## config.mk

```make
export PLATFORM = sky130hd
export DESIGN_NAME = rfdrv_top
export DESIGN_NICKNAME = d
export VERILOG_FILES = /design/src/rfdrv_pkg.sv /design/src/rfdrv_delay.sv /design/src/rfdrv_top.sv
export SDC_FILE = /design/constraint.sdc
export NUM_CORES = 1
export LEC_CHECK = 0
export ABC_AREA = 0
export CORE_ASPECT_RATIO = 2
export CORE_MARGIN = 1
export CORE_UTILIZATION = 34
export DETAILED_ROUTE_END_ITERATION = 16
export DONT_BUFFER_PORTS = 1
export PLACE_DENSITY = 0.52
export SYNTH_ARGS = -nofsm -noshare
export SYNTH_HDL_FRONTEND = slang
export SYNTH_SLANG_ARGS = --single-unit
```

## constraint.sdc

```tcl
create_clock -name CLK_SYS_I -period 2.95 [get_ports CLK_SYS_I]
set_input_delay 0.59 -clock CLK_SYS_I [delete_from_list [all_inputs] [get_ports CLK_SYS_I]]
set_output_delay 0.59 -clock CLK_SYS_I [all_outputs]
set_load 0.01 [all_outputs]
```

## src/rfdrv_pkg.sv

```systemverilog
// Package with register map, field positions, reset values and timing constants for the antenna driver control
//----------------------------------------------------------------------
// What this block does
// - Receive framing field selects reception framing
// - Enabled driver output inverted by on-invert bit
// - Disabled driver output inverted by off-invert bit
// - Continuous-wave bit gives unmodulated carrier on B
// - Field check blocks enable while field present
// - Enable bit drives modulated carrier on driver
// - Auto carrier off after last transmit bit
// - Force full ASK overrides modulation depth
// - Field wake restarts from soft power-down
// - Collision avoidance enable sets internal n
// - Initial avoidance runs, self-clears on carrier on
// - Auto-enable switches driver on after delay
// - Initial avoidance needs quiet initial delay
// - Reset values 80h and 00h
// - Registers at 14h and 15h
// - Reserved automation bit has no effect
//----------------------------------------------------------------------
package rfdrv_pkg;

  // Register indices; each register is one aligned word at four times its index
  localparam logic [5:0] RFDRV_IDX_CTRL = 6'h14;
  localparam logic [5:0] RFDRV_IDX_AUTO = 6'h15;
  localparam logic [5:0] RFDRV_IDX_RXMODE = 6'h18;
  localparam logic [5:0] RFDRV_IDX_STATUS = 6'h1C;

  // Byte addresses of the registers
  localparam logic [7:0] RFDRV_ADDR_CTRL = {RFDRV_IDX_CTRL, 2'h0};
  localparam logic [7:0] RFDRV_ADDR_AUTO = {RFDRV_IDX_AUTO, 2'h0};
  localparam logic [7:0] RFDRV_ADDR_RXMODE = {RFDRV_IDX_RXMODE, 2'h0};
  localparam logic [7:0] RFDRV_ADDR_STATUS = {RFDRV_IDX_STATUS, 2'h0};

  // Reset values
  localparam logic [7:0] RFDRV_CTRL_RST = 8'h80;
  localparam logic [7:0] RFDRV_AUTO_RST = 8'h00;
  localparam logic [7:0] RFDRV_RXMODE_RST = 8'h00;

  // Control register fields
  localparam int RFDRV_CTRL_INV_B_ON = 7;
  localparam int RFDRV_CTRL_INV_A_ON = 6;
  localparam int RFDRV_CTRL_INV_B_OFF = 5;
  localparam int RFDRV_CTRL_INV_A_OFF = 4;
  localparam int RFDRV_CTRL_B_CW = 3;
  localparam int RFDRV_CTRL_FCHECK = 2;
  localparam int RFDRV_CTRL_B_EN = 1;
  localparam int RFDRV_CTRL_A_EN = 0;

  // Automation register fields
  localparam int RFDRV_AUTO_CARRIER_OFF = 7;
  localparam int RFDRV_AUTO_FULL_ASK = 6;
  localparam int RFDRV_AUTO_WAKE = 5;
  localparam int RFDRV_AUTO_CA_EN = 3;
  localparam int RFDRV_AUTO_INIT_CA = 2;
  localparam int RFDRV_AUTO_B_AUTO = 1;
  localparam int RFDRV_AUTO_A_AUTO = 0;
  localparam logic [7:0] RFDRV_AUTO_WMASK = 8'hEF;

  // Receive framing codes
  localparam logic [1:0] RFDRV_FRM_TYPEA = 2'h0;
  localparam logic [1:0] RFDRV_FRM_ACTIVE = 2'h1;
  localparam logic [1:0] RFDRV_FRM_PASSIVE_HI = 2'h2;
  localparam logic [1:0] RFDRV_FRM_TYPEB = 2'h3;

  // Delay times in ns and derived cycle counts at 8 ns
  localparam int RFDRV_CLK_NS = 8;
  localparam int RFDRV_ACTIVE_DELAY_NS = 1000;
  localparam int RFDRV_INITIAL_DELAY_NS = 2000;
  localparam int RFDRV_ACTIVE_DELAY_CYC = (RFDRV_ACTIVE_DELAY_NS + RFDRV_CLK_NS - 1) / RFDRV_CLK_NS;
  localparam int RFDRV_INITIAL_DELAY_CYC = (RFDRV_INITIAL_DELAY_NS + RFDRV_CLK_NS - 1) / RFDRV_CLK_NS;
  localparam int RFDRV_CNT_W = 16;

  // APB request bundle
  typedef struct packed {
    logic psel;
    logic penable;
    logic pwrite;
    logic [7:0] paddr;
    logic [31:0] pwdata;
  } rfdrv_apb_req_s;

  // Automatic switch-on sequencer state
  typedef enum logic [1:0] {
    RFDRV_IDLE,
    RFDRV_WAIT_QUIET,
    RFDRV_DELAY
  } rfdrv_auto_e;

endpackage

```

## src/rfdrv_delay.sv

```systemverilog
// Parameterised delay counter that fires when a quiet condition lasts long enough
module rfdrv_delay import rfdrv_pkg::*; #(
  parameter logic [RFDRV_CNT_W-1:0] CYCLES = 16'h0001
) (
  // Clock and reset
  input wire logic clk_i,
  input wire logic nrst_i,
  // Control
  input wire logic run_i,
  output logic done_o
);

  logic [RFDRV_CNT_W-1:0] cnt_q;

  // Count while running, restart whenever run drops
  always_ff @(posedge clk_i or negedge nrst_i) begin
    if (!nrst_i) begin
      cnt_q <= 16'h0000;
    end else if (!run_i) begin
      cnt_q <= 16'h0000;
    end else if (cnt_q != CYCLES) begin
      cnt_q <= cnt_q + 16'h0001;
    end
  end

  assign done_o = run_i && (cnt_q == CYCLES);

endmodule

```

## src/rfdrv_top.sv

```systemverilog
// Antenna driver control block with APB register slave
module rfdrv_top import rfdrv_pkg::*; #(
  parameter int ACTIVE_DELAY_CYC = RFDRV_ACTIVE_DELAY_CYC,
  parameter int INITIAL_DELAY_CYC = RFDRV_INITIAL_DELAY_CYC
) (
  // Clock and reset
  input wire logic CLK_SYS_I,
  input wire logic NRST_I,
  // APB slave
  input wire logic PSEL_I,
  input wire logic PENABLE_I,
  input wire logic PWRITE_I,
  input wire logic [7:0] PADDR_I,
  input wire logic [31:0] PWDATA_I,
  output logic [31:0] PRDATA_O,
  output logic PREADY_O,
  output logic PSLVERR_O,
  // Analog and transmitter side
  input wire logic FIELD_DETECT_I,
  input wire logic CARRIER_I,
  input wire logic TX_DATA_I,
  input wire logic TX_LAST_BIT_I,
  input wire logic SOFT_PDOWN_I,
  // Driver pins and mode outputs
  output logic ANTENNA_DRIVER_A_O,
  output logic ANTENNA_DRIVER_B_O,
  output logic FORCE_FULL_ASK_O,
  output logic COLLISION_AVOID_O,
  output logic FIELD_WAKE_O,
  output logic [1:0] RECEIVE_FRAMING_SELECT_O
);

  //--------------------------------------------------------------------
  // Signals
  //--------------------------------------------------------------------
  rfdrv_apb_req_s req;
  logic [7:0] ctrl_q;
  logic [7:0] auto_q;
  logic [7:0] rxmode_q;
  logic field_meta_q;
  logic field_q;
  logic field_seen_q;
  rfdrv_auto_e state_q;
  logic wr_access;
  logic rd_setup;
  logic addr_ok;
  logic delay_run;
  logic delay_done;
  logic init_run;
  logic init_done;
  logic auto_fire;
  logic [7:0] ctrl_wdata;
  logic drv_a_en;
  logic drv_b_en;
  logic mod_a;
  logic mod_b;

  assign req = '{psel: PSEL_I, penable: PENABLE_I, pwrite: PWRITE_I, paddr: PADDR_I, pwdata: PWDATA_I};
  assign drv_a_en = ctrl_q[RFDRV_CTRL_A_EN];
  assign drv_b_en = ctrl_q[RFDRV_CTRL_B_EN];

  //--------------------------------------------------------------------
  // Field detector synchroniser
  //--------------------------------------------------------------------
  // Analog level is asynchronous, two flops before any use
  always_ff @(posedge CLK_SYS_I or negedge NRST_I) begin
    if (!NRST_I) begin
      field_meta_q <= 1'b0;
      field_q <= 1'b0;
    end else begin
      field_meta_q <= FIELD_DETECT_I;
      field_q <= field_meta_q;
    end
  end

  //--------------------------------------------------------------------
  // APB decode
  //--------------------------------------------------------------------
  // Zero wait states: every access completes in its first access cycle
  assign wr_access = req.psel && req.penable && req.pwrite;
  assign rd_setup = req.psel && !req.penable && !req.pwrite;
  assign addr_ok = (req.paddr == RFDRV_ADDR_CTRL) || (req.paddr == RFDRV_ADDR_AUTO) ||
                   (req.paddr == RFDRV_ADDR_RXMODE) || (req.paddr == RFDRV_ADDR_STATUS);

  // Field check only vetoes the enable bits being set, never clearing
  always_comb begin
    ctrl_wdata = req.pwdata[7:0];
    ctrl_wdata[RFDRV_CTRL_FCHECK] = 1'b0; // Write-only, reads as zero
    if (req.pwdata[RFDRV_CTRL_FCHECK] && field_q) begin
      ctrl_wdata[RFDRV_CTRL_A_EN] = drv_a_en && req.pwdata[RFDRV_CTRL_A_EN];
      ctrl_wdata[RFDRV_CTRL_B_EN] = drv_b_en && req.pwdata[RFDRV_CTRL_B_EN];
    end
  end

  //--------------------------------------------------------------------
  // Ready, error and read data
  //--------------------------------------------------------------------
  // Ready rises with the setup cycle so the access phase ends at once
  always_ff @(posedge CLK_SYS_I or negedge NRST_I) begin
    if (!NRST_I) begin
      PREADY_O <= 1'b0;
      PSLVERR_O <= 1'b0;
    end else begin
      PREADY_O <= req.psel && !req.penable;
      PSLVERR_O <= req.psel && !req.penable && !addr_ok;
    end
  end

  // Read data captured in setup, valid during access
  always_ff @(posedge CLK_SYS_I or negedge NRST_I) begin
    if (!NRST_I) begin
      PRDATA_O <= 32'h0000_0000;
    end else if (rd_setup) begin
      unique case (req.paddr)
        RFDRV_ADDR_CTRL: PRDATA_O <= {24'h00_0000, ctrl_q};
        RFDRV_ADDR_AUTO: PRDATA_O <= {24'h00_0000, auto_q};
        RFDRV_ADDR_RXMODE: PRDATA_O <= {24'h00_0000, rxmode_q};
        RFDRV_ADDR_STATUS: PRDATA_O <= {28'h000_0000, state_q, field_q, SOFT_PDOWN_I};
        default: PRDATA_O <= 32'h0000_0000;
      endcase
    end else begin
      PRDATA_O <= 32'h0000_0000;
    end
  end

  //--------------------------------------------------------------------
  // Automatic switch-on sequencer
  //--------------------------------------------------------------------
  // Initial avoidance waits for a quiet window, else waits for field then off
  always_ff @(posedge CLK_SYS_I or negedge NRST_I) begin
    if (!NRST_I) begin
      state_q <= RFDRV_IDLE;
    end else begin
      unique case (state_q)
        RFDRV_IDLE: begin
          if (auto_q[RFDRV_AUTO_A_AUTO] || auto_q[RFDRV_AUTO_B_AUTO]) begin
            state_q <= RFDRV_WAIT_QUIET;
          end
        end
        RFDRV_WAIT_QUIET: begin
          if (!(auto_q[RFDRV_AUTO_A_AUTO] || auto_q[RFDRV_AUTO_B_AUTO])) begin
            state_q <= RFDRV_IDLE;
          end else if (!field_q && (field_seen_q || auto_q[RFDRV_AUTO_INIT_CA])) begin
            state_q <= RFDRV_DELAY;
          end
        end
        RFDRV_DELAY: begin
          if (field_q || !(auto_q[RFDRV_AUTO_A_AUTO] || auto_q[RFDRV_AUTO_B_AUTO])) begin
            state_q <= RFDRV_WAIT_QUIET;
          end else if (auto_fire) begin
            state_q <= RFDRV_IDLE;
          end
        end
      endcase
    end
  end

  // Remembers that an external field was present before it dropped
  always_ff @(posedge CLK_SYS_I or negedge NRST_I) begin
    if (!NRST_I) begin
      field_seen_q <= 1'b0;
    end else if (field_q) begin
      field_seen_q <= 1'b1;
    end else if (state_q == RFDRV_DELAY) begin
      field_seen_q <= 1'b0;
    end
  end

  assign delay_run = (state_q == RFDRV_DELAY) && !field_q && !auto_q[RFDRV_AUTO_INIT_CA];
  assign init_run = (state_q == RFDRV_DELAY) && !field_q && auto_q[RFDRV_AUTO_INIT_CA];
  assign auto_fire = delay_done || init_done;

  // Active delay after the external field goes away
  rfdrv_delay #(
    .CYCLES(RFDRV_CNT_W'(ACTIVE_DELAY_CYC))
  ) u_active_delay (
    .clk_i(CLK_SYS_I),
    .nrst_i(NRST_I),
    .run_i(delay_run),
    .done_o(delay_done)
  );

  // Initial delay, any field during it restarts the wait
  rfdrv_delay #(
    .CYCLES(RFDRV_CNT_W'(INITIAL_DELAY_CYC))
  ) u_initial_delay (
    .clk_i(CLK_SYS_I),
    .nrst_i(NRST_I),
    .run_i(init_run),
    .done_o(init_done)
  );

  //--------------------------------------------------------------------
  // Control register
  //--------------------------------------------------------------------
  // Hardware switch-off beats hardware switch-on beats software write
  always_ff @(posedge CLK_SYS_I or negedge NRST_I) begin
    if (!NRST_I) begin
      ctrl_q <= RFDRV_CTRL_RST;
    end else begin
      if (wr_access && req.paddr == RFDRV_ADDR_CTRL) begin
        ctrl_q <= ctrl_wdata;
      end
      if (auto_fire) begin
        if (auto_q[RFDRV_AUTO_A_AUTO]) begin
          ctrl_q[RFDRV_CTRL_A_EN] <= 1'b1;
        end
        if (auto_q[RFDRV_AUTO_B_AUTO]) begin
          ctrl_q[RFDRV_CTRL_B_EN] <= 1'b1;
        end
      end
      if (auto_q[RFDRV_AUTO_CARRIER_OFF] && TX_LAST_BIT_I) begin
        ctrl_q[RFDRV_CTRL_A_EN] <= 1'b0;
        ctrl_q[RFDRV_CTRL_B_EN] <= 1'b0;
      end
    end
  end

  //--------------------------------------------------------------------
  // Automation and receive mode registers
  //--------------------------------------------------------------------
  // Reserved bit 4 is masked so it stays zero; self-clear wins over write
  always_ff @(posedge CLK_SYS_I or negedge NRST_I) begin
    if (!NRST_I) begin
      auto_q <= RFDRV_AUTO_RST;
    end else begin
      if (wr_access && req.paddr == RFDRV_ADDR_AUTO) begin
        auto_q <= req.pwdata[7:0] & RFDRV_AUTO_WMASK;
      end
      if (init_done) begin
        auto_q[RFDRV_AUTO_INIT_CA] <= 1'b0;
      end
    end
  end

  // Receive framing held for the receiver
  always_ff @(posedge CLK_SYS_I or negedge NRST_I) begin
    if (!NRST_I) begin
      rxmode_q <= RFDRV_RXMODE_RST;
    end else if (wr_access && req.paddr == RFDRV_ADDR_RXMODE) begin
      rxmode_q <= req.pwdata[7:0];
    end
  end

  //--------------------------------------------------------------------
  // Driver output path
  //--------------------------------------------------------------------
  // Disabled driver rests low before the off-invert is applied
  assign mod_a = drv_a_en && CARRIER_I && TX_DATA_I;
  assign mod_b = drv_b_en && CARRIER_I && (ctrl_q[RFDRV_CTRL_B_CW] || TX_DATA_I);

  // Outputs registered, so the pins lag the carrier by one cycle
  always_ff @(posedge CLK_SYS_I or negedge NRST_I) begin
    if (!NRST_I) begin
      ANTENNA_DRIVER_A_O <= 1'b0;
      ANTENNA_DRIVER_B_O <= 1'b0;
    end else begin
      ANTENNA_DRIVER_A_O <= mod_a ^ (drv_a_en ? ctrl_q[RFDRV_CTRL_INV_A_ON]
                                              : ctrl_q[RFDRV_CTRL_INV_A_OFF]);
      ANTENNA_DRIVER_B_O <= mod_b ^ (drv_b_en ? ctrl_q[RFDRV_CTRL_INV_B_ON]
                                              : ctrl_q[RFDRV_CTRL_INV_B_OFF]);
    end
  end

  //--------------------------------------------------------------------
  // Mode outputs
  //--------------------------------------------------------------------
  // Wake is a level while powered down and a field is present
  always_ff @(posedge CLK_SYS_I or negedge NRST_I) begin
    if (!NRST_I) begin
      FORCE_FULL_ASK_O <= 1'b0;
      COLLISION_AVOID_O <= 1'b0;
      FIELD_WAKE_O <= 1'b0;
      RECEIVE_FRAMING_SELECT_O <= RFDRV_FRM_TYPEA;
    end else begin
      FORCE_FULL_ASK_O <= auto_q[RFDRV_AUTO_FULL_ASK];
      COLLISION_AVOID_O <= auto_q[RFDRV_AUTO_CA_EN];
      FIELD_WAKE_O <= auto_q[RFDRV_AUTO_WAKE] && SOFT_PDOWN_I && field_q;
      RECEIVE_FRAMING_SELECT_O <= rxmode_q[1:0];
    end
  end

endmodule

```

==> impl_results.md, run 1 <==
- Yosys reg bits: 76
- Setup-failing EPs final: 0
- Synth top area cells: dfrtp_1 (51%), mux2_2 (7.0%), buf_4 (4.9%)
- Area leader, netlist: dfrtp_1
- VDD IR max: 0.342 mV
- Post-Syn Instances: 346
- Seq/Total Area, Yosys: 51.2%
- Share of power burned in the clock network: 48.6%
- Cell Count, Final, Fillers Out: 496
- Largest net degree at the start of global routing: 76
- Routability cong.: 0.831
- Antenna-violating nets left: 0
- Register area: 1900 um^2
- Leakage Power: 1.82 nW
- Worst setup endpoint: state_q[0]
- Worst EP arrival: 2.13 ns
- Worst Path Required: 3.14 ns
- DRC: 0
- Slew @ Worst Pin: 0.531 ns
- Nets: 411
- Pins Over Slew Limit: 0
- Synth top area share: 50.5%
- Fin crit share: 65.6%
- Adder-cell share of the synthesized area: 2.36%
- H-tree levels: 3
- Critical path class: reg -> reg
- Worst reg2reg path depth: 7
- Final HPWL DP: 6030 um
- Final Hold Viols: 0
- Reg clk slew, reported paths: 0.06 ns
- Startpoint Class: flop
- Core ar.: 10500 um^2
- Pre-antenna DRT Iters: 4
- Post-synth EDFFs: 0
- CTS Root Cell: clkbuf_16
- Post-synthesis area per instance: 10.7 um^2
- Top cells by count, synth: dfrtp_1 (75), nor2_1 (42), buf_4 (24)
- Share of total power in combinational logic: 5.3%
- Synthesized area: 3710 um^2
- Maximum fanout along the worst path: 17
- Worst reg-to-reg setup slack: 1.01 ns
- GRT overflow: 0
- Post-Place Cells: 479
- Fin Setup TNS: 0 ns
- Reg power frac: 46.2%
- Complex-gate fraction of the synthesized area: 7.71%
- Clock skew: 0.00817 ns
- Share of cells above drive strength 1: 13.9%
- Multi-input gate area: 1660 um^2
- Sw Pwr: 0.547 mW
- FFs w/ async S/R, synth: 100%
- Setup crit start: state_q[0]
- Hold_ws: 0.0945 ns
- Crit end category: flop
- Synth warn: 0
- Worst skew pair latency: 0.34 ns
- Cell variety after synth: 44
- Rows: 53
- I/O Buffers: 0
- Tot GR Track Use: 15.7%
- RR Endpoint: state_q[0]
- Critical Path Slowest Stage Cell: dfrtp_1
- Max stage delay on crit path: 0.42 ns
- Fill cell count: 1046
- # IOs: 91
- Number of global-route vias before repair: 2608
- Worst-path cell chain: inv_1 > ha_1 > nor2b_1 > nand2b_1 > buf_4 > o22ai_1 > o221ai_1
- RSZ-0062 raised after global routing: no
- Pint: 1.79 mW
- CTS Buffer Depth: 2
- Worst rel slew slack: 64.5%
- Fmax: 516 MHz
- Initial antenna violation count: 0
- Syn-to-layout area delta: 11.3%
- Average routed wire per standard cell: 17.0 um
- Top_reg_cell synth: dfrtp_1
- N_diodes: 0
- CTS tree: built
- Starting density of the core: 35.2%
- Synth Area in XOR/XNOR: 6.13%
- Simple-gate share of the synthesized area: 18.5%
- Vias per inst: 5.09
- Status: finished clean
- Worst r2r src: state_q[0]
- Tmin final: 1.94 ns
- Die height: 150 um
- Largest family of logic cells by synthesized area: simple AND/OR/NAND/NOR gates
- Die Area: 11400 um^2
- Post-CTS Resized: 0
- CTS Sinks: 76
- First-pass GRT wire length: 13500 um
- 1st-iter DRT viols: 118
- P per Cell Area: 565 nW/um^2
- Overall power: 2.34 mW
- Top-count cell post-synth: dfrtp_1
- Total of max-cap violations: 0
- Die Span X: 75.9 um
- Drt total wl: 8430 um
- Vias: 2524
- Total CTS buffers: 9
- Multiplexer share of the synthesized area: 7.51%
- Worst Hold Class: in -> async
- Sw frac: 23.4%
-- critical path: cells and delay by family (launching register included) --
family,cells,cell delay [ns]
compound gates,2,0.59
flops,1,0.42
buf+inv,2,0.32
simple gates,2,0.30
fa+ha+maj,1,0.17
-- kinds of logic (layout without fill, tap and decap cells) --
| family | Yosys count | in the layout |
|---|---|---|
| other | 1 | 24 |
| buffers and inverters | 39 | 29 |
| muxes | 25 | 25 |
| xor gates and xnor gates | 26 | 26 |
| DFF | 76 | 76 |
| and+or+nand+nor | 129 | 129 |
| AOI/OAI and AO/OA | 43 | 43 |
| adders and majority gates | 7 | 7 |
-- metal layers --
layer	global-route usage, %	part of all wire, %	vias to the layer above
met3	4.02	4.2	16
met4	7.79	2.7	0
met1	14.7	36	1257
met5	0	0	-
li1	-	-	1185
met2	30.8	57	66
-- flip-flops by register name, summed over array words and instances, names as in the netlist, 2 cells and up --
register,flops
u_initial_delay.cnt_q,16
rxmode_q,8
PRDATA_O,8
RECEIVE_FRAMING_SELECT_O,2
ctrl_q,7
auto_q,7
u_active_delay.cnt_q,16
state_q,2
-- power by group through the flow --
| stage | clock (mW) | combinational (mW) | sequential, mW |
|---|---|---|---|
| after floorplan | 0 | 0.110 | 1.09 |
| after global placement | 0 | 0.0941 | 1.10 |
| after detailed placement | 0 | 0.0974 | 1.10 |
| after CTS | 1.16 | 0.123 | 1.08 |
| after global routing | 1.19 | 0.139 | 1.08 |
| final | 1.14 | 0.123 | 1.08 |
-- timing repair --
| item | 4_1_cts | 5_1_grt |
|---|---|---|
| hold buffers | 1 | 0 |
| endpoints found under the hold margin | 75 | 0 |
| buffers inserted | 0 | 0 |
-- placed cells by master (no fill, tap or decap), types with 3 or more instances in the layout --
cell	count
nor3_1	3
mux2_2	23
nand3_1	12
o21ai_0	7
and4_1	4
xnor2_1	8
ha_1	7
a21oi_1	12
conb_1	24
a22o_1	3
nand2_1	19
xor2_1	18
nor2_1	42
dfrtp_1	75
clkbuf_16	9
o221ai_1	3
a32oi_1	4
a22oi_1	5
or3_1	5
buf_4	6
nand4_1	11
and2_1	3
inv_1	6
nor2b_1	6
and3_1	9
-- worst min path at each step --
stage / slack, ns / to / cells after the start
2_1_floorplan: 0.29 / ANTENNA_DRIVER_A_O / 0
3_3_place_gp: 0.30 / u_initial_delay.cnt_q[13] / 0
3_5_place_dp: 0.30 / u_initial_delay.cnt_q[13] / 0
4_1_cts: 0.08 / ctrl_q[7] / 0
5_1_grt: 0.08 / ctrl_q[7] / 0
6_report: 0.09 / ctrl_q[7] / 0
-- area by class of cell --
| cell class | instances | share of cell area, % |
|---|---|---|
| clock buffer | 10 | 5.78 |
| clock inverter | 6 | 1.69 |
| inverter | 6 | 0.545 |
| multi-input combinational | 254 | 40.1 |
| sequential | 76 | 46.0 |
| tap | 137 | 4.15 |
| timing repair buffer | 7 | 1.75 |
-- stage by stage --
| stage | util, % | instance area (um^2) | setup WS, ns |
|---|---|---|---|
| detailed placement | 36.0 | 3800 | 0.716 |
| finish | 39.2 | 4140 | 1.01 |
| CTS | 39.2 | 4140 | 0.983 |
| global placement | 36.0 | 3800 | 0.737 |
| global route | 39.2 | 4140 | 0.869 |
| floorplan | - | 3800 | 1.04 |
(Power assumes the default switching activity.)
==> run 2: changes to the inputs <==
==> constraint.sdc (replaced) <==
create_clock -name CLK_SYS_I -period 2 [get_ports CLK_SYS_I]
set_input_delay 0.4 -clock CLK_SYS_I [delete_from_list [all_inputs] [get_ports CLK_SYS_I]]
set_output_delay 0.4 -clock CLK_SYS_I [all_outputs]
set_load 0.01 [all_outputs]
==> run 2 against run 1 <==
  * Register-to-register slack got worse by 0.76 ns
  * Worst setup slack got worse by 0.76 ns
  * Die area did not move
  * Largest power group unchanged
  * Count of clock-buffer cells in the layout rose by 1
  * The flow now finishes with violations (hold timing)
  * Total power rose by 47%
  * Global-route usage fell by 0.21 points
  * Critical path depth did not move
  * Highest routed layer unchanged
  * Sequential power rose by 47%
  * Cell area rose by 1.7%
  * Via count rose by 1.3%
==> impl_results.md, run 2 (synthesis results as in run 1) <==
- Starting density of the core: 35.2% (unchanged)
- Worst skew pair latency: 0.33 ns (about the same)
- Violated checks: hold timing
- Core ar.: 10500 um^2 (unchanged)
- Vias: 2557 (+1.3%)
- DRC: 0 (unchanged)
- Clock skew: 0.00621 ns (-0.00196 ns)
- Share of cells above drive strength 1: 16.0% (+2.1 points)
- Number of global-route vias before repair: 2673 (+2.5%)
- CTS Buffer Depth: 2 (unchanged)
- VDD IR max: 0.578 mV (+69%)
- Largest net degree at the start of global routing: 77 (+1.3%)
- Worst reg2reg path depth: 7 (unchanged)
- Startpoint Class: flop
- Pre-antenna DRT Iters: 4 (unchanged)
- Fin Setup TNS: 0 ns (unchanged)
- Overall power: 3.43 mW (+47%)
- Die Area: 11400 um^2 (unchanged)
- Setup WS pre-CTS: 0.134 ns (-0.582 ns)
- Post-CTS Resized: 0 (unchanged)
- Largest regs: u_active_delay.cnt_q: 16 flops, u_initial_delay.cnt_q: 16 flops
- Commonest non-fill, non-tap cells in the layout: dfrtp_1 (75), nor2_1 (42), conb_1 (24), mux2_2 (23), nand2_1 (19)
- Vias per inst: 5.06 (-0.50%)
- Final Core Density: 39.9% (+0.65 points)
- Final HPWL DP: 6100 um (+1.2%)
- CTS tree: built
- Top Layer Used: met4
- 1st-iter DRT viols: 142 (+20%)
- Critical path class: reg -> reg
- Worst Hold Class: in -> async
- Antenna-violating nets left: 0 (unchanged)
- Fin crit share: 87.2% (+22 points)
- Leakage Power: 1.87 nW (+2.4%)
- Syn-to-layout area delta: 13.2%
- Average routed wire per standard cell: 16.3 um (-4.4%)
- I/O Buffers: 0 (unchanged)
- Metal3 WL: 307 um (-13%)
- Most common cell after layout, fill and taps aside: dfrtp_1
- N_diodes: 0 (unchanged)
- Rows: 53 (unchanged)
- RSZ-0062 raised after global routing: no
- Nets: 420 (+2.2%)
- Hold_ws: -0.238 ns (-0.332 ns)
- Fmax: 573 MHz (+11%)
- Die Span X: 75.9 um (unchanged)
- Worst Path Required: 2.22 ns (-0.92 ns)
- Worst reg-to-reg setup slack: 0.26 ns (-0.76 ns)
- Total of max-cap violations: 0 (unchanged)
- GRT overflow: 0 (unchanged)
- Drt total wl: 8210 um (-2.7%)
- Tmin final: 1.74 ns (-0.192 ns)
- CTS Root Cell: clkbuf_16
- Setup-failing EPs final: 0 (unchanged)
- Die height: 150 um (unchanged)
- Total CTS buffers: 9 (unchanged)
- Maximum fanout along the worst path: 6 (-11)
- Tot GR Track Use: 15.5% (-0.21 points)
- Pins Over Slew Limit: 0 (unchanged)
- First-pass GRT wire length: 13400 um (-1.2%)
- Status: finished, violations left
- Met1 WL: 2880 um (-4.7%)
- Routability cong.: 0.821 (-1.2%)
- Post-route setup slack: 0.256 ns (-0.758 ns)
- Crit end category: flop
- Worst EP arrival: 1.96 ns (-0.17 ns)
- P per Cell Area: 817 nW/um^2 (+44%)
- # IOs: 91 (unchanged)
- Reg clk slew, reported paths: 0.06 ns (about the same)
- CTS Sinks: 76 (unchanged)
- Final Hold Viols: 76 (+76)
- H-tree levels: 3 (unchanged)
- Met2 WL post-DR: 4840 um (+0.31%)
- Initial antenna violation count: 0 (unchanged)
[run 2: changes by cell type in the layout (fill, tap and decap cells not counted)]
cell      previous run  this run
inv_6                2         3
buf_4                6        15
buf_16               1         0
clkbuf_8             1         2
clkinv_2             1         0
buf_12               0         1
clkinv_4             2         1
[run 2: layer usage]
layer | track usage [%] | vias to the layer above
met5 | 0 | -
met1 | 14.8 | 1274
met2 | 29.8 | 66
met4 | 8.17 | 0
li1 | - | 1205
met3 | 3.96 | 12
[run 2: critical path: stages, from the launching register on]
cell and delay (ns):
dfrtp_1 0.44, inv_1 0.09, ha_1 0.22, o21a_1 0.11
a22oi_1 0.29, mux2i_1 0.24, nand3_1 0.08, a21o_1 0.16
[run 2: where the power goes]
group | switching [mW] | internal (mW)
Combinational | 0.0886 | 0.0634
Sequential | 0.0284 | 1.56
Clock | 0.640 | 1.05
[run 2: timing repair]
action,in CTS,in global routing
endpoints found under the setup margin,0,0
setup buffers,0,0
endpoints found under the hold margin,76,76
[run 2: worst paths after layout]
check                                from                        end
hold / removal                     NRST_I  u_initial_delay.cnt_q[11]
hold reg to reg              field_meta_q                    field_q
setup / recovery               state_q[1]                 state_q[1]
min in group CLK_SYS_I     FIELD_DETECT_I               field_meta_q
max in group asynchronous          NRST_I                  ctrl_q[7]
setup reg to reg               state_q[1]                 state_q[1]
[run 2: final cells by class]
type | count | area (um^2)
Inverter | 6 | 22.5
Timing Repair Buffer | 16 | 133
Clock buffer | 11 | 253
Tap cell | 137 | 171
Fill cell | 1038 | 6340
Multi-Input combinational cell | 254 | 1660
Sequential cell | 76 | 1900
Clock inverter | 5 | 65.1
[run 2: stage by stage]
| stage | instance area (um^2) | hold slack, ns | cells |
|---|---|---|---|
| after global placement | 3890 | 0.108 | 489 |
| after detailed placement | 3890 | 0.108 | 489 |
| final | 4200 | -0.238 | 505 |
| after floorplan | 3800 | 0.104 | 369 |
| after global routing | 4200 | -0.257 | 505 |
| after CTS | 4200 | -0.256 | 505 |
